`src/inc/irpc_pkg.sv`:
```
// Shared constants and types for the ring port event counters
package irpc_pkg;

    localparam int unsigned IRPC_ADDR_W = 8;
    localparam int unsigned IRPC_DATA_W = 32;
    localparam int unsigned IRPC_CTR_W = 48;
    localparam int unsigned IRPC_INC_W = 10;
    localparam int unsigned IRPC_DEPTH_W = 8;
    localparam int unsigned IRPC_FILTER_W = 15;

    // Register byte offsets
    localparam logic [7:0] IRPC_OFS_CTL0_LO = 8'h00;
    localparam logic [7:0] IRPC_OFS_CTL0_HI = 8'h04;
    localparam logic [7:0] IRPC_OFS_CTL1_LO = 8'h08;
    localparam logic [7:0] IRPC_OFS_CTL1_HI = 8'h0c;
    localparam logic [7:0] IRPC_OFS_CTR0_LO = 8'h10;
    localparam logic [7:0] IRPC_OFS_CTR0_HI = 8'h14;
    localparam logic [7:0] IRPC_OFS_CTR1_LO = 8'h18;
    localparam logic [7:0] IRPC_OFS_CTR1_HI = 8'h1c;

    // Control word fields, low word
    localparam int unsigned IRPC_CTL_EVENT_LSB = 0;
    localparam int unsigned IRPC_CTL_UMASK_LSB = 8;
    localparam int unsigned IRPC_CTL_CLEAR_BIT = 17;
    localparam int unsigned IRPC_CTL_ENABLE_BIT = 22;
    // Control word fields, high word: bits [50:36] land at [18:4]
    localparam int unsigned IRPC_CTL_FILTER_LSB = 4;

    // Extra filter layout
    localparam int unsigned IRPC_FLT_PART_LSB = 0;
    localparam int unsigned IRPC_FLT_XLATE_LSB = 8;
    localparam int unsigned IRPC_FLT_PREFIX_LSB = 12;
    localparam logic [2:0] IRPC_FLT_PREFIX = 3'h7;

    // Values after reset
    localparam logic [31:0] IRPC_REG_RESET = 32'h0000_0000;
    localparam logic [7:0] IRPC_CODE_RESET = 8'h00;

    // Event codes
    localparam logic [7:0] IRPC_EV_NOTHING = 8'h00;
    localparam logic [7:0] IRPC_EV_CLOCKTICKS = 8'h01;
    localparam logic [7:0] IRPC_EV_DRESP_INS = 8'h02;
    localparam logic [7:0] IRPC_EV_BYPASS_INS = 8'h03;
    localparam logic [7:0] IRPC_EV_STD_INS = 8'h04;
    localparam logic [7:0] IRPC_EV_DRESP_FULL = 8'h05;
    localparam logic [7:0] IRPC_EV_BYPASS_FULL = 8'h06;
    localparam logic [7:0] IRPC_EV_STD_FULL = 8'h07;
    localparam logic [7:0] IRPC_EV_DRESP_OCC = 8'h08;
    localparam logic [7:0] IRPC_EV_BYPASS_OCC = 8'h09;
    localparam logic [7:0] IRPC_EV_STD_OCC = 8'h0a;
    localparam logic [7:0] IRPC_EV_OUT_REQ_DEPTH = 8'h0c;
    localparam logic [7:0] IRPC_EV_CACHE_OCC = 8'h0f;
    localparam logic [7:0] IRPC_EV_RDQ_ALLOC = 8'h16;
    localparam logic [7:0] IRPC_EV_RDQ_FULL = 8'h17;
    localparam logic [7:0] IRPC_EV_RDQ_INSERT = 8'h18;
    localparam logic [7:0] IRPC_EV_RDQ_OCC = 8'h19;
    localparam logic [7:0] IRPC_EV_STALL_REQ0 = 8'h1a;
    localparam logic [7:0] IRPC_EV_STALL_REQ1 = 8'h1b;
    localparam logic [7:0] IRPC_EV_STALL_REQ01 = 8'h1c;
    localparam logic [7:0] IRPC_EV_STALL_DATA = 8'h1d;
    localparam logic [7:0] IRPC_EV_MISC_A = 8'h1e;
    localparam logic [7:0] IRPC_EV_MISC_B = 8'h1f;
    localparam logic [7:0] IRPC_EV_BUF_ALLOC = 8'h20;
    localparam logic [7:0] IRPC_EV_CARD_REQ = 8'h84;

    // Egress queue index: data response, bypass, standard
    localparam int unsigned IRPC_EG_DRESP = 0;
    localparam int unsigned IRPC_EG_BYPASS = 1;
    localparam int unsigned IRPC_EG_STD = 2;

    // Stall index: request channel 0, request channel 1, data channel
    localparam int unsigned IRPC_ST_REQ0 = 0;
    localparam int unsigned IRPC_ST_REQ1 = 1;
    localparam int unsigned IRPC_ST_DATA = 2;

    typedef struct packed {
        logic [7:0] cache_read_depth;
        logic [7:0] cache_write_depth;
        logic [7:0] cache_snoop_depth;
        logic [7:0] cache_mem_depth;
        logic read_q_full;
        logic read_q_insert;
        logic [7:0] read_q_depth;
        logic read_q_alloc;
        logic buf_insert;
        logic buf_evict;
        logic [7:0] misc_a;
        logic [6:0] misc_b;
        logic card_req_valid;
        logic [7:0] card_req_kind;
        logic [2:0] card_req_part;
        logic card_req_xlate;
        logic [2:0] egress_insert;
        logic [2:0] egress_full;
        logic [7:0] data_resp_depth;
        logic [7:0] bypass_depth;
        logic [7:0] standard_depth;
        logic [2:0] stall;
        logic [7:0] outbound_req_depth;
    } irpc_events_type;

endpackage : irpc_pkg

```
`src/irpc_counter.sv`:
```
// One programmable event counter with word-wide software writes
module irpc_counter #(
    parameter int unsigned WIDTH = irpc_pkg::IRPC_CTR_W
) (
    input wire logic clock_in,
    input wire logic rst_in,
    input wire logic enable_in,
    input wire logic clear_in,
    input wire logic [irpc_pkg::IRPC_INC_W-1:0] inc_in,
    input wire logic wr_lo_in,
    input wire logic wr_hi_in,
    input wire logic [31:0] wr_data_in,
    output logic [WIDTH-1:0] count_out
);

    logic [WIDTH-1:0] next_count;

    always_comb
    begin
        next_count = count_out;
        if (enable_in)
        begin
            next_count = count_out + WIDTH'(inc_in);
        end
        // Software write lands on top of this cycle's increment
        if (wr_lo_in)
        begin
            next_count[31:0] = wr_data_in;
        end
        if (wr_hi_in)
        begin
            next_count[WIDTH-1:32] = wr_data_in[WIDTH-33:0];
        end
        if (clear_in)
        begin
            next_count = '0;
        end
    end

    always_ff @(posedge clock_in)
    begin
        if (rst_in)
        begin
            count_out <= '0;
        end
        else
        begin
            count_out <= next_count;
        end
    end

endmodule : irpc_counter

```
`src/irpc_port_counters.sv`:
```
// Ring port monitoring unit: two event counters with register port
module irpc_port_counters #(
    parameter int unsigned CTR_WIDTH = irpc_pkg::IRPC_CTR_W
) (
    input wire logic clock_in,
    input wire logic rst_in,
    input wire logic [irpc_pkg::IRPC_ADDR_W-1:0] addr_in,
    input wire logic [31:0] wr_data_in,
    input wire logic wr_in,
    input wire logic rd_in,
    input wire irpc_pkg::irpc_events_type events_in,
    output logic [31:0] rd_data_out
);

    localparam int unsigned IW = irpc_pkg::IRPC_INC_W;
    localparam int unsigned DW = irpc_pkg::IRPC_DEPTH_W;

    // Widen a queue depth to increment width
    function automatic logic [IW-1:0] irpc_depth(
        input logic [DW-1:0] depth
    );
        irpc_depth = {{(IW-DW){1'b0}}, depth};
    endfunction : irpc_depth

    // Widen a one-cycle event to increment width
    function automatic logic [IW-1:0] irpc_one(input logic hit);
        irpc_one = {{(IW-1){1'b0}}, hit};
    endfunction : irpc_one

    // Per-cycle increment for one counter's selection
    function automatic logic [IW-1:0] irpc_increment(
        input logic [7:0] code,
        input logic [7:0] umask,
        input logic [irpc_pkg::IRPC_FILTER_W-1:0] flt,
        input irpc_pkg::irpc_events_type ev
    );
        logic [IW-1:0] inc;
        logic prefix_ok;
        logic where_ok;
        logic card_hit;
        inc = '0;
        prefix_ok = flt[irpc_pkg::IRPC_FLT_PREFIX_LSB +: 3]
                    == irpc_pkg::IRPC_FLT_PREFIX;
        where_ok = flt[irpc_pkg::IRPC_FLT_PART_LSB + ev.card_req_part]
                   | flt[irpc_pkg::IRPC_FLT_XLATE_LSB
                         + int'(ev.card_req_xlate)];
        card_hit = ev.card_req_valid & prefix_ok & where_ok
                   & (|(umask & ev.card_req_kind));
        case (code)
            irpc_pkg::IRPC_EV_CLOCKTICKS:
                inc = irpc_one(1'b1);
            irpc_pkg::IRPC_EV_CACHE_OCC:
            begin
                if (umask[0])
                begin
                    inc = irpc_depth(ev.cache_read_depth)
                          + irpc_depth(ev.cache_write_depth);
                end
                if (umask[1])
                begin
                    inc = inc + irpc_depth(ev.cache_snoop_depth);
                end
                if (umask[2])
                begin
                    inc = inc + irpc_depth(ev.cache_mem_depth);
                end
            end
            irpc_pkg::IRPC_EV_RDQ_FULL:
                inc = irpc_one(ev.read_q_full);
            irpc_pkg::IRPC_EV_RDQ_INSERT:
                inc = irpc_one(ev.read_q_insert);
            irpc_pkg::IRPC_EV_RDQ_OCC:
                inc = irpc_depth(ev.read_q_depth);
            irpc_pkg::IRPC_EV_RDQ_ALLOC:
                inc = irpc_one(ev.read_q_alloc);
            irpc_pkg::IRPC_EV_BUF_ALLOC:
                inc = irpc_one((umask[0] & ev.buf_insert)
                               | (umask[2] & ev.buf_evict));
            irpc_pkg::IRPC_EV_MISC_A:
                inc = irpc_one(|(umask & ev.misc_a));
            irpc_pkg::IRPC_EV_MISC_B:
                inc = irpc_one(|(umask[6:0] & ev.misc_b));
            irpc_pkg::IRPC_EV_CARD_REQ:
                inc = irpc_one(card_hit);
            irpc_pkg::IRPC_EV_DRESP_FULL:
                inc = irpc_one(ev.egress_full[irpc_pkg::IRPC_EG_DRESP]);
            irpc_pkg::IRPC_EV_BYPASS_FULL:
                inc = irpc_one(ev.egress_full[irpc_pkg::IRPC_EG_BYPASS]);
            irpc_pkg::IRPC_EV_STD_FULL:
                inc = irpc_one(ev.egress_full[irpc_pkg::IRPC_EG_STD]);
            irpc_pkg::IRPC_EV_DRESP_OCC:
                inc = irpc_depth(ev.data_resp_depth);
            irpc_pkg::IRPC_EV_BYPASS_OCC:
                inc = irpc_depth(ev.bypass_depth);
            irpc_pkg::IRPC_EV_STD_OCC:
                inc = irpc_depth(ev.standard_depth);
            irpc_pkg::IRPC_EV_DRESP_INS:
                inc = irpc_one(ev.egress_insert[irpc_pkg::IRPC_EG_DRESP]);
            irpc_pkg::IRPC_EV_BYPASS_INS:
                inc = irpc_one(ev.egress_insert[irpc_pkg::IRPC_EG_BYPASS]);
            irpc_pkg::IRPC_EV_STD_INS:
                inc = irpc_one(ev.egress_insert[irpc_pkg::IRPC_EG_STD]);
            irpc_pkg::IRPC_EV_STALL_REQ0:
                inc = irpc_one(ev.stall[irpc_pkg::IRPC_ST_REQ0]);
            irpc_pkg::IRPC_EV_STALL_REQ1:
                inc = irpc_one(ev.stall[irpc_pkg::IRPC_ST_REQ1]);
            irpc_pkg::IRPC_EV_STALL_REQ01:
                // Stalls on both request channels count as two
                inc = irpc_one(ev.stall[irpc_pkg::IRPC_ST_REQ0])
                      + irpc_one(ev.stall[irpc_pkg::IRPC_ST_REQ1]);
            irpc_pkg::IRPC_EV_STALL_DATA:
                inc = irpc_one(ev.stall[irpc_pkg::IRPC_ST_DATA]);
            irpc_pkg::IRPC_EV_OUT_REQ_DEPTH:
                inc = irpc_depth(ev.outbound_req_depth);
            default:
                // Unlisted codes, including the null event, count nothing
                inc = '0;
        endcase
        irpc_increment = inc;
    endfunction : irpc_increment

    logic [7:0] event_code [2];
    logic [7:0] unit_mask [2];
    logic count_enable [2];
    logic [irpc_pkg::IRPC_FILTER_W-1:0] extra_filter [2];
    logic clear_pulse [2];
    logic [IW-1:0] increment [2];
    logic [CTR_WIDTH-1:0] count [2];
    logic [CTR_WIDTH-33:0] hi_snapshot;
    logic [31:0] next_rd_data;

    // Control write decode: low word holds code, mask, enable
    always_ff @(posedge clock_in)
    begin
        if (rst_in)
        begin
            for (int i = 0; i < 2; i++)
            begin
                event_code[i] <= irpc_pkg::IRPC_CODE_RESET;
                unit_mask[i] <= irpc_pkg::IRPC_CODE_RESET;
                count_enable[i] <= 1'b0;
                clear_pulse[i] <= 1'b0;
            end
        end
        else
        begin
            clear_pulse[0] <= 1'b0;
            clear_pulse[1] <= 1'b0;
            for (int i = 0; i < 2; i++)
            begin
                if (wr_in && addr_in == (i == 0 ?
                    irpc_pkg::IRPC_OFS_CTL0_LO :
                    irpc_pkg::IRPC_OFS_CTL1_LO))
                begin
                    event_code[i] <=
                        wr_data_in[irpc_pkg::IRPC_CTL_EVENT_LSB +: 8];
                    unit_mask[i] <=
                        wr_data_in[irpc_pkg::IRPC_CTL_UMASK_LSB +: 8];
                    count_enable[i] <=
                        wr_data_in[irpc_pkg::IRPC_CTL_ENABLE_BIT];
                    clear_pulse[i] <=
                        wr_data_in[irpc_pkg::IRPC_CTL_CLEAR_BIT];
                end
            end
        end
    end

    // Control write decode: high word holds the extra filter
    always_ff @(posedge clock_in)
    begin
        if (rst_in)
        begin
            extra_filter[0] <= '0;
            extra_filter[1] <= '0;
        end
        else
        begin
            if (wr_in && addr_in == irpc_pkg::IRPC_OFS_CTL0_HI)
            begin
                extra_filter[0] <= wr_data_in[irpc_pkg::IRPC_CTL_FILTER_LSB
                    +: irpc_pkg::IRPC_FILTER_W];
            end
            if (wr_in && addr_in == irpc_pkg::IRPC_OFS_CTL1_HI)
            begin
                extra_filter[1] <= wr_data_in[irpc_pkg::IRPC_CTL_FILTER_LSB
                    +: irpc_pkg::IRPC_FILTER_W];
            end
        end
    end

    always_comb
    begin
        for (int i = 0; i < 2; i++)
        begin
            increment[i] = irpc_increment(event_code[i], unit_mask[i],
                extra_filter[i], events_in);
        end
    end

    irpc_counter #(
        .WIDTH(CTR_WIDTH)
    ) u_counter0 (
        .clock_in(clock_in),
        .rst_in(rst_in),
        .enable_in(count_enable[0]),
        .clear_in(clear_pulse[0]),
        .inc_in(increment[0]),
        .wr_lo_in(wr_in && addr_in == irpc_pkg::IRPC_OFS_CTR0_LO),
        .wr_hi_in(wr_in && addr_in == irpc_pkg::IRPC_OFS_CTR0_HI),
        .wr_data_in(wr_data_in),
        .count_out(count[0])
    );

    irpc_counter #(
        .WIDTH(CTR_WIDTH)
    ) u_counter1 (
        .clock_in(clock_in),
        .rst_in(rst_in),
        .enable_in(count_enable[1]),
        .clear_in(clear_pulse[1]),
        .inc_in(increment[1]),
        .wr_lo_in(wr_in && addr_in == irpc_pkg::IRPC_OFS_CTR1_LO),
        .wr_hi_in(wr_in && addr_in == irpc_pkg::IRPC_OFS_CTR1_HI),
        .wr_data_in(wr_data_in),
        .count_out(count[1])
    );

    // Low-word read freezes the upper bits, so a lo-then-hi pair is
    // coherent even if a carry ripples between the two reads
    always_ff @(posedge clock_in)
    begin
        if (rst_in)
        begin
            hi_snapshot <= '0;
        end
        else if (rd_in && addr_in == irpc_pkg::IRPC_OFS_CTR0_LO)
        begin
            hi_snapshot <= count[0][CTR_WIDTH-1:32];
        end
        else if (rd_in && addr_in == irpc_pkg::IRPC_OFS_CTR1_LO)
        begin
            hi_snapshot <= count[1][CTR_WIDTH-1:32];
        end
    end

    always_comb
    begin
        next_rd_data = irpc_pkg::IRPC_REG_RESET;
        if (rd_in)
        begin
            case (addr_in)
                irpc_pkg::IRPC_OFS_CTL0_LO,
                irpc_pkg::IRPC_OFS_CTL1_LO:
                begin
                    next_rd_data[irpc_pkg::IRPC_CTL_EVENT_LSB +: 8] =
                        event_code[addr_in[3]];
                    next_rd_data[irpc_pkg::IRPC_CTL_UMASK_LSB +: 8] =
                        unit_mask[addr_in[3]];
                    next_rd_data[irpc_pkg::IRPC_CTL_ENABLE_BIT] =
                        count_enable[addr_in[3]];
                end
                irpc_pkg::IRPC_OFS_CTL0_HI,
                irpc_pkg::IRPC_OFS_CTL1_HI:
                    next_rd_data[irpc_pkg::IRPC_CTL_FILTER_LSB
                        +: irpc_pkg::IRPC_FILTER_W] = extra_filter[addr_in[3]];
                irpc_pkg::IRPC_OFS_CTR0_LO:
                    next_rd_data = count[0][31:0];
                irpc_pkg::IRPC_OFS_CTR1_LO:
                    next_rd_data = count[1][31:0];
                irpc_pkg::IRPC_OFS_CTR0_HI,
                irpc_pkg::IRPC_OFS_CTR1_HI:
                    next_rd_data[CTR_WIDTH-33:0] = hi_snapshot;
                default:
                    next_rd_data = irpc_pkg::IRPC_REG_RESET;
            endcase
        end
    end

    always_ff @(posedge clock_in)
    begin
        if (rst_in)
        begin
            rd_data_out <= irpc_pkg::IRPC_REG_RESET;
        end
        else
        begin
            rd_data_out <= next_rd_data;
        end
    end

endmodule : irpc_port_counters

```
`config.mk`:
```
export PLATFORM = sky130hd
export DESIGN_NAME = irpc_port_counters
export DESIGN_NICKNAME = d
export VERILOG_FILES = /design/src/inc/irpc_pkg.sv /design/src/irpc_counter.sv /design/src/irpc_port_counters.sv
export SDC_FILE = /design/constraint.sdc
export NUM_CORES = 1
export LEC_CHECK = 0
export ABC_AREA = 1
export ABC_CLOCK_PERIOD_IN_PS = 5700
export BUFFER_PORTS_ARGS = -buffer_cell sky130_fd_sc_hd__clkbuf_2
export CAP_MARGIN = 20
export CORE_MARGIN = 5
export CORE_UTILIZATION = 30
export CTS_CLUSTER_DIAMETER = 50
export DETAILED_ROUTE_END_ITERATION = 8
export SETUP_SLACK_MARGIN = 0.02
export SLEW_MARGIN = 25
export SYNTH_ARGS = -nofsm -noshare
export SYNTH_HDL_FRONTEND = slang
export SYNTH_HIERARCHICAL = 1
export SYNTH_SLANG_ARGS = --single-unit
```
`constraint.sdc`:
```
create_clock -name clock_in -period 5.7 [get_ports clock_in]
set_input_delay 1.14 -clock clock_in [delete_from_list [all_inputs] [get_ports clock_in]]
set_output_delay 1.14 -clock clock_in [all_outputs]
set_load 0.02 [all_outputs]
```
# Word-level counts from Yosys, hierarchy flattened
# Memory sizes are Yosys's and may differ from the RTL's.
# Index checks and enable logic that the tools add are counted.
# word_totals
register_bits,144
mem_bits_rw,66
in_bits,158
output_inout_bits,32
word_cells,201
n_memories,5
# classes
addsub,9
order_cmp,2
n_eq_ne,57
muxes,61
bitwise_logic,33
reduce_logical,28
# mem_list
memory,words,width,rd,rd_clocked_by_memory_dff,write_ports,line_no,source
extra_filter,2,15,3,0,2,irpc_port_counters.sv:125,logic [irpc_pkg::IRPC_FILTER_W-1:0] extra_filter [2];
event_code,2,8,3,0,2,irpc_port_counters.sv:122,logic [7:0] event_code [2];
unit_mask,2,8,3,0,2,irpc_port_counters.sv:123,logic [7:0] unit_mask [2];
clear_pulse,2,1,2,0,2,irpc_port_counters.sv:126,logic clear_pulse [2];
count_enable,2,1,3,0,2,irpc_port_counters.sv:124,logic count_enable [2];
# ops
op,count
10-bit one-hot mux with 24 select lines,2
"8-bit by 5-bit equality test with 1-bit output, second input constant",24
48-bit by 10-bit adder with 48-bit output,2
"8-bit by 4-bit equality test with 1-bit output, second input constant",12
48-bit two-way mux,2
10-bit two-way mux,8
"8-bit by 3-bit equality test with 1-bit output, second input constant",9
16-bit two-way mux,4
32-bit two-way mux,2
12-bit one-hot mux with 5 select lines,1
10-bit by 8-bit adder with 10-bit output,4
8-bit AND,4
"8-bit by 2-bit equality test with 1-bit output, second input constant",4
8-bit two-way mux,4
8-bit OR reduction,4
15-bit two-way mux,2
1-bit two-way mux,25
9-bit two-way mux,2
9-bit one-hot mux with 2 select lines,1
"8-bit by 1-bit equality test with 1-bit output, second input constant",2
"8-bit by 6-bit equality test with 1-bit output, second input constant",2
"8-bit equality test, second input constant",2
1-bit OR,16
4-bit one-hot mux with 4 select lines,1
19 further kinds,51

# Depth between registers and ports, before layout
# depth
word_depth,12
depth_mapped,42
depth_no_buf,42

# Hierarchy
# The synthesis kept the hierarchy.
# by_module_without_submodules
module,n_inst,cells_per_inst,area_per_inst_um2,seq_area_each_um2
irpc_port_counters,1,1410,9180.1,2922.8
irpc_counter (u_counter1),1,702,4174.0,960.9
irpc_counter (u_counter0),1,702,4098.9,960.9

# Worst setup path after synthesis
# Ideal clock, no wire load.
# synth_path
path_kind,input port to flip-flop
start,in events_in[98] in the netlist's numbering
end,reg u_counter0.count_out[46]
setup_ps,109
arrival_time_ps,5171
t_required_ps,5591
setup_slack_ps,420
path_stages,37
n_path_buf,0
cell_sequence,ha_1 > inv_1 > fa_1 > inv_1 > nand3_1 > nand2_1 > xnor2_1 > nor2_1 > ha_1 > inv_1 > o21bai_1 > o21ai_0 > nand3_1 > nand2_1 > ha_1 > nand2_1 > or2_2 > nand4_1 > nand3_1 > nand2_1 > inv_1 > nand2_1 > nand2_1 > ha_1 > nand2_1 > nor2_1 > nand2_2 > inv_1 > nand2_1 > nand2_2 > nand2_1 > nand2_1 > nand2_1 > nand2_1 > nand3_1 > nand2_1 > inv_1
# synth_rtl
item,line_no,source
from (decl),irpc_port_counters.sv:11,"input wire irpc_pkg::irpc_events_type events_in,"
to (signal assigned),irpc_counter.sv:48,count_out <= next_count;
to (decl),irpc_counter.sv:13,output logic [WIDTH-1:0] count_out

==> results.cfg <==
[timing]
finalHoldViolations = 0
setup_ws_ns = 0.317
slew_viol_final = 0
timing.final.crit_share_pct = 94.4
relSlewSlack_pct = 28.6
clock.fmax_mhz = 186
finalSetupViolCount = 0
rsz0062_at_grt = true
min_period_ns = 5.38
tightest_slew_ns = 1.06
skew_ns = 0.0259

[drt]
drtPass1Iterations = 5
ant_nets = 0
drt-vias-per-instance = 5.14
drt-wirelength-per-cell_um = 19.4
drc_errors = 0
drtIter0Drc = 1860
drt-total-wl_um = 76500
vias = 20200

[status]
outcome = finished, final reports clean

[worst_setup_path]
ff2ff_path_depth = 26
crit_path_end_kind = register
path_class = input pin to register
reg2reg_from = unit_mask[1][0]
timing.rr.end = u_counter1/count_out[10]
cp-start-kind = input pin
crit_arrival_ns = 5.77
crit_required_ns = 6.08
rrSetupSlack_ns = 0.85
cp_max_fo = 6

[pwr]
irDropWorstVdd_uv = 165
p_leak_uw = 0.0103
p_per_area_mw_per_mm2 = 196

[logic_synthesis]
yosysSeqAreaShare_pct = 27.8
netlist_instances = 2814
ys.flop_type = dfxtp_1
syn_area_mm2 = 0.0175
yosys-top-cells-area = nand2_1 21%, dfxtp_1 17%, edfxtp_1 11%
synth.avg_cell_area_um2 = 6.20
synth-edff-count = 64
ys_types = 48
ys_warn_count = 6
synth_nets = 3046
synthArstFlopShare_pct = 0
synth_top_area_share_pct = 20.5
ys_seq_elements = 210
yosys.area.top_type = nand2_1

[cts]
cts_sinks = 210
cts_hold_buf = 0
clock_path_buffers = 3
htree_levels = 1
cts_tree = yes
cts_made_buffers = 28
clk_latency_ns = 0.57
clk_pin_slew_ns = 0.06
cts-root-buf = clkbuf_16

[grt]
grt_max_degree = 46
grt_overflow = 0
antenna_found_initial = 2
grtUsageTotal_pct = 22.8
grt_pass1_vias = 18600
grt_pass1_wl_um = 112000

[worst_hold_path]
min_to = u_counter1/count_out[5]
hold_path_class = register to register
hp-start = u_counter1/count_out[5]
hold_depth = 2

[floorplan]
die_area_mm2 = 0.0631
io-pin-count = 190
core_mm2 = 0.0577
num_rows = 88
dieHeight_um = 251
die_x_um = 251
start_util_pct = 30.3

[cells_and_area]
syn_to_final_growth_pct = 25.0
utilization_pct = 37.8
drive_above_1_share_pct = 19.6
fill_cells = 6383
layout_commonest_cell = nand2_1
regArea_mm2 = 0.00484
final_cell_mix = 939 x nand2_1, 354 x inv_1, 227 x nor2_1, 212 x nand3_1, 189 x clkbuf_2
multi_input_area_mm2 = 0.0113
nets = 3380

[placed_design]
dpl.hpwl_um = 60900
pre_cts_ws_ns = -0.442
port-buffer-count = 189
place_congestion = 1.03

[run]
max_cap_viol_count = 0
## state kept, by name, indices dropped and copies added, names as in the netlist
signal	flops
event_code	16
unit_mask	16
rd_data_out	32
hi_snapshot	16
count_enable	2
clear_pulse	2
extra_filter	30
u_counter1/count_out	48
u_counter0/count_out	48
## kinds of logic after synthesis
kind of cell	Yosys count	synth area share (%)
simple gates	1605	39.8
buf+inv	450	10.1
compound gates	443	15.1
flops	210	27.8
fa+ha+maj	74	5.61
xor+xnor	29	1.46
mux	3	0.172
## cell usage after synthesis, types with 3 or more instances
cell type      instances
nand2_1              955
o21ai_0               71
buf_4                  8
nand3_2                9
nand3_1              215
edfxtp_1              64
nor3_2                11
nand2_2               22
a21oi_2                7
or2_2                  8
o211ai_1              16
nand4_1               43
a211oi_1              10
o22ai_1               33
nand3b_1              19
a22oi_1               72
nor3_4                 7
xor2_1                24
dlygate4sd1_1          3
and2_1                 3
dfxtp_1              146
inv_2                 22
mux2i_1                3
xnor2_1                5
nor2_2                25
nor3_1                25
nor2_1               251
inv_1                355
a22o_1                14
fa_1                   7
ha_1                  67
o21bai_1               6
buf_2                 12
clkbuf_1              45
a31oi_1               21
a21oi_1              171
nor2_4                 7
o21ai_1               16
## worst max path at each step
stage / start / to / slack, ns / cells after the start
global placement: events_in[98] / u_counter0/count_out[29] / -0.41 / 40
CTS: events_in[98] / u_counter0/count_out[18] / 0.06 / 38
global route: events_in[106] / u_counter0/count_out[39] / -0.03 / 41
floorplan: events_in[98] / u_counter0/count_out[46] / 0.42 / 37
detailed placement: events_in[98] / u_counter0/count_out[29] / -0.44 / 40
finish: events_in[98] / u_counter1/count_out[10] / 0.32 / 28
## report_power, final
part / internal [µW] / switching, µW / leakage, µW
registers: 1570 / 27.5 / 0.00178
clock network: 1090 / 728 / 0.000477
logic: 358 / 513 / 0.00804
total: 3020 / 1270 / 0.0103
## through the flow
step	cells	setup TNS, ns	area (µm²)	hold WS [ns]	total power (µW)
2_1_floorplan	2814	0	17500	0.460	2050
3_3_place_gp	3882	-20.67	20400	0.500	2460
3_5_place_dp	3882	-25.68	20400	0.504	2460
4_1_cts	3934	0	21400	0.511	4280
5_1_grt	3935	-0.0511	21800	0.539	4480
6_report	3936	0	21800	0.527	4290
## metal layers
layer  track usage [%]  up-vias  routed length (µm)
li1                  -     9905                   -
met1              30.6     9298               32600
met2              36.1      881               33300
met3              4.66      157                7170
met4              9.09        0                3500
met5                 0        -                   0
## layout make-up
class,instances,share of cell area (%)
timing repair buffer,375,10.7
sequential,210,22.2
antenna,1,0.0115
tap,765,4.39
inverter,379,6.52
clock buffer,33,3.44
multi-input combinational,2154,51.7
clock inverter,19,0.970
## critical path, cell delays in order
cell and delay (ns):
clkbuf_2 0.08, ha_1 0.15, inv_1 0.06, fa_2 0.56
nor2_2 0.08, fa_1 0.51, inv_1 0.04, o21ai_1 0.21
inv_1 0.09, fa_1 0.43, inv_1 0.09, nand3_1 0.07
nand2_1 0.18, xnor2_1 0.14, a21oi_1 0.07, o21ai_0 0.12
nand2_1 0.26, ha_4 0.38, nand2_1 0.09, nor2_1 0.18
nand2_1 0.08, nand3_2 0.13, nand2_1 0.08, nand2_2 0.15
buf_4 0.15, a21oi_1 0.05, o21ai_0 0.09, a21oi_1 0.08
## repair_timing
action,in CTS,in global routing
setup buffers,0,1
setup endpoints to repair,0,83
resized for setup,0,88
endpoints found under the hold margin,0,0
(Power assumes the default switching activity.)
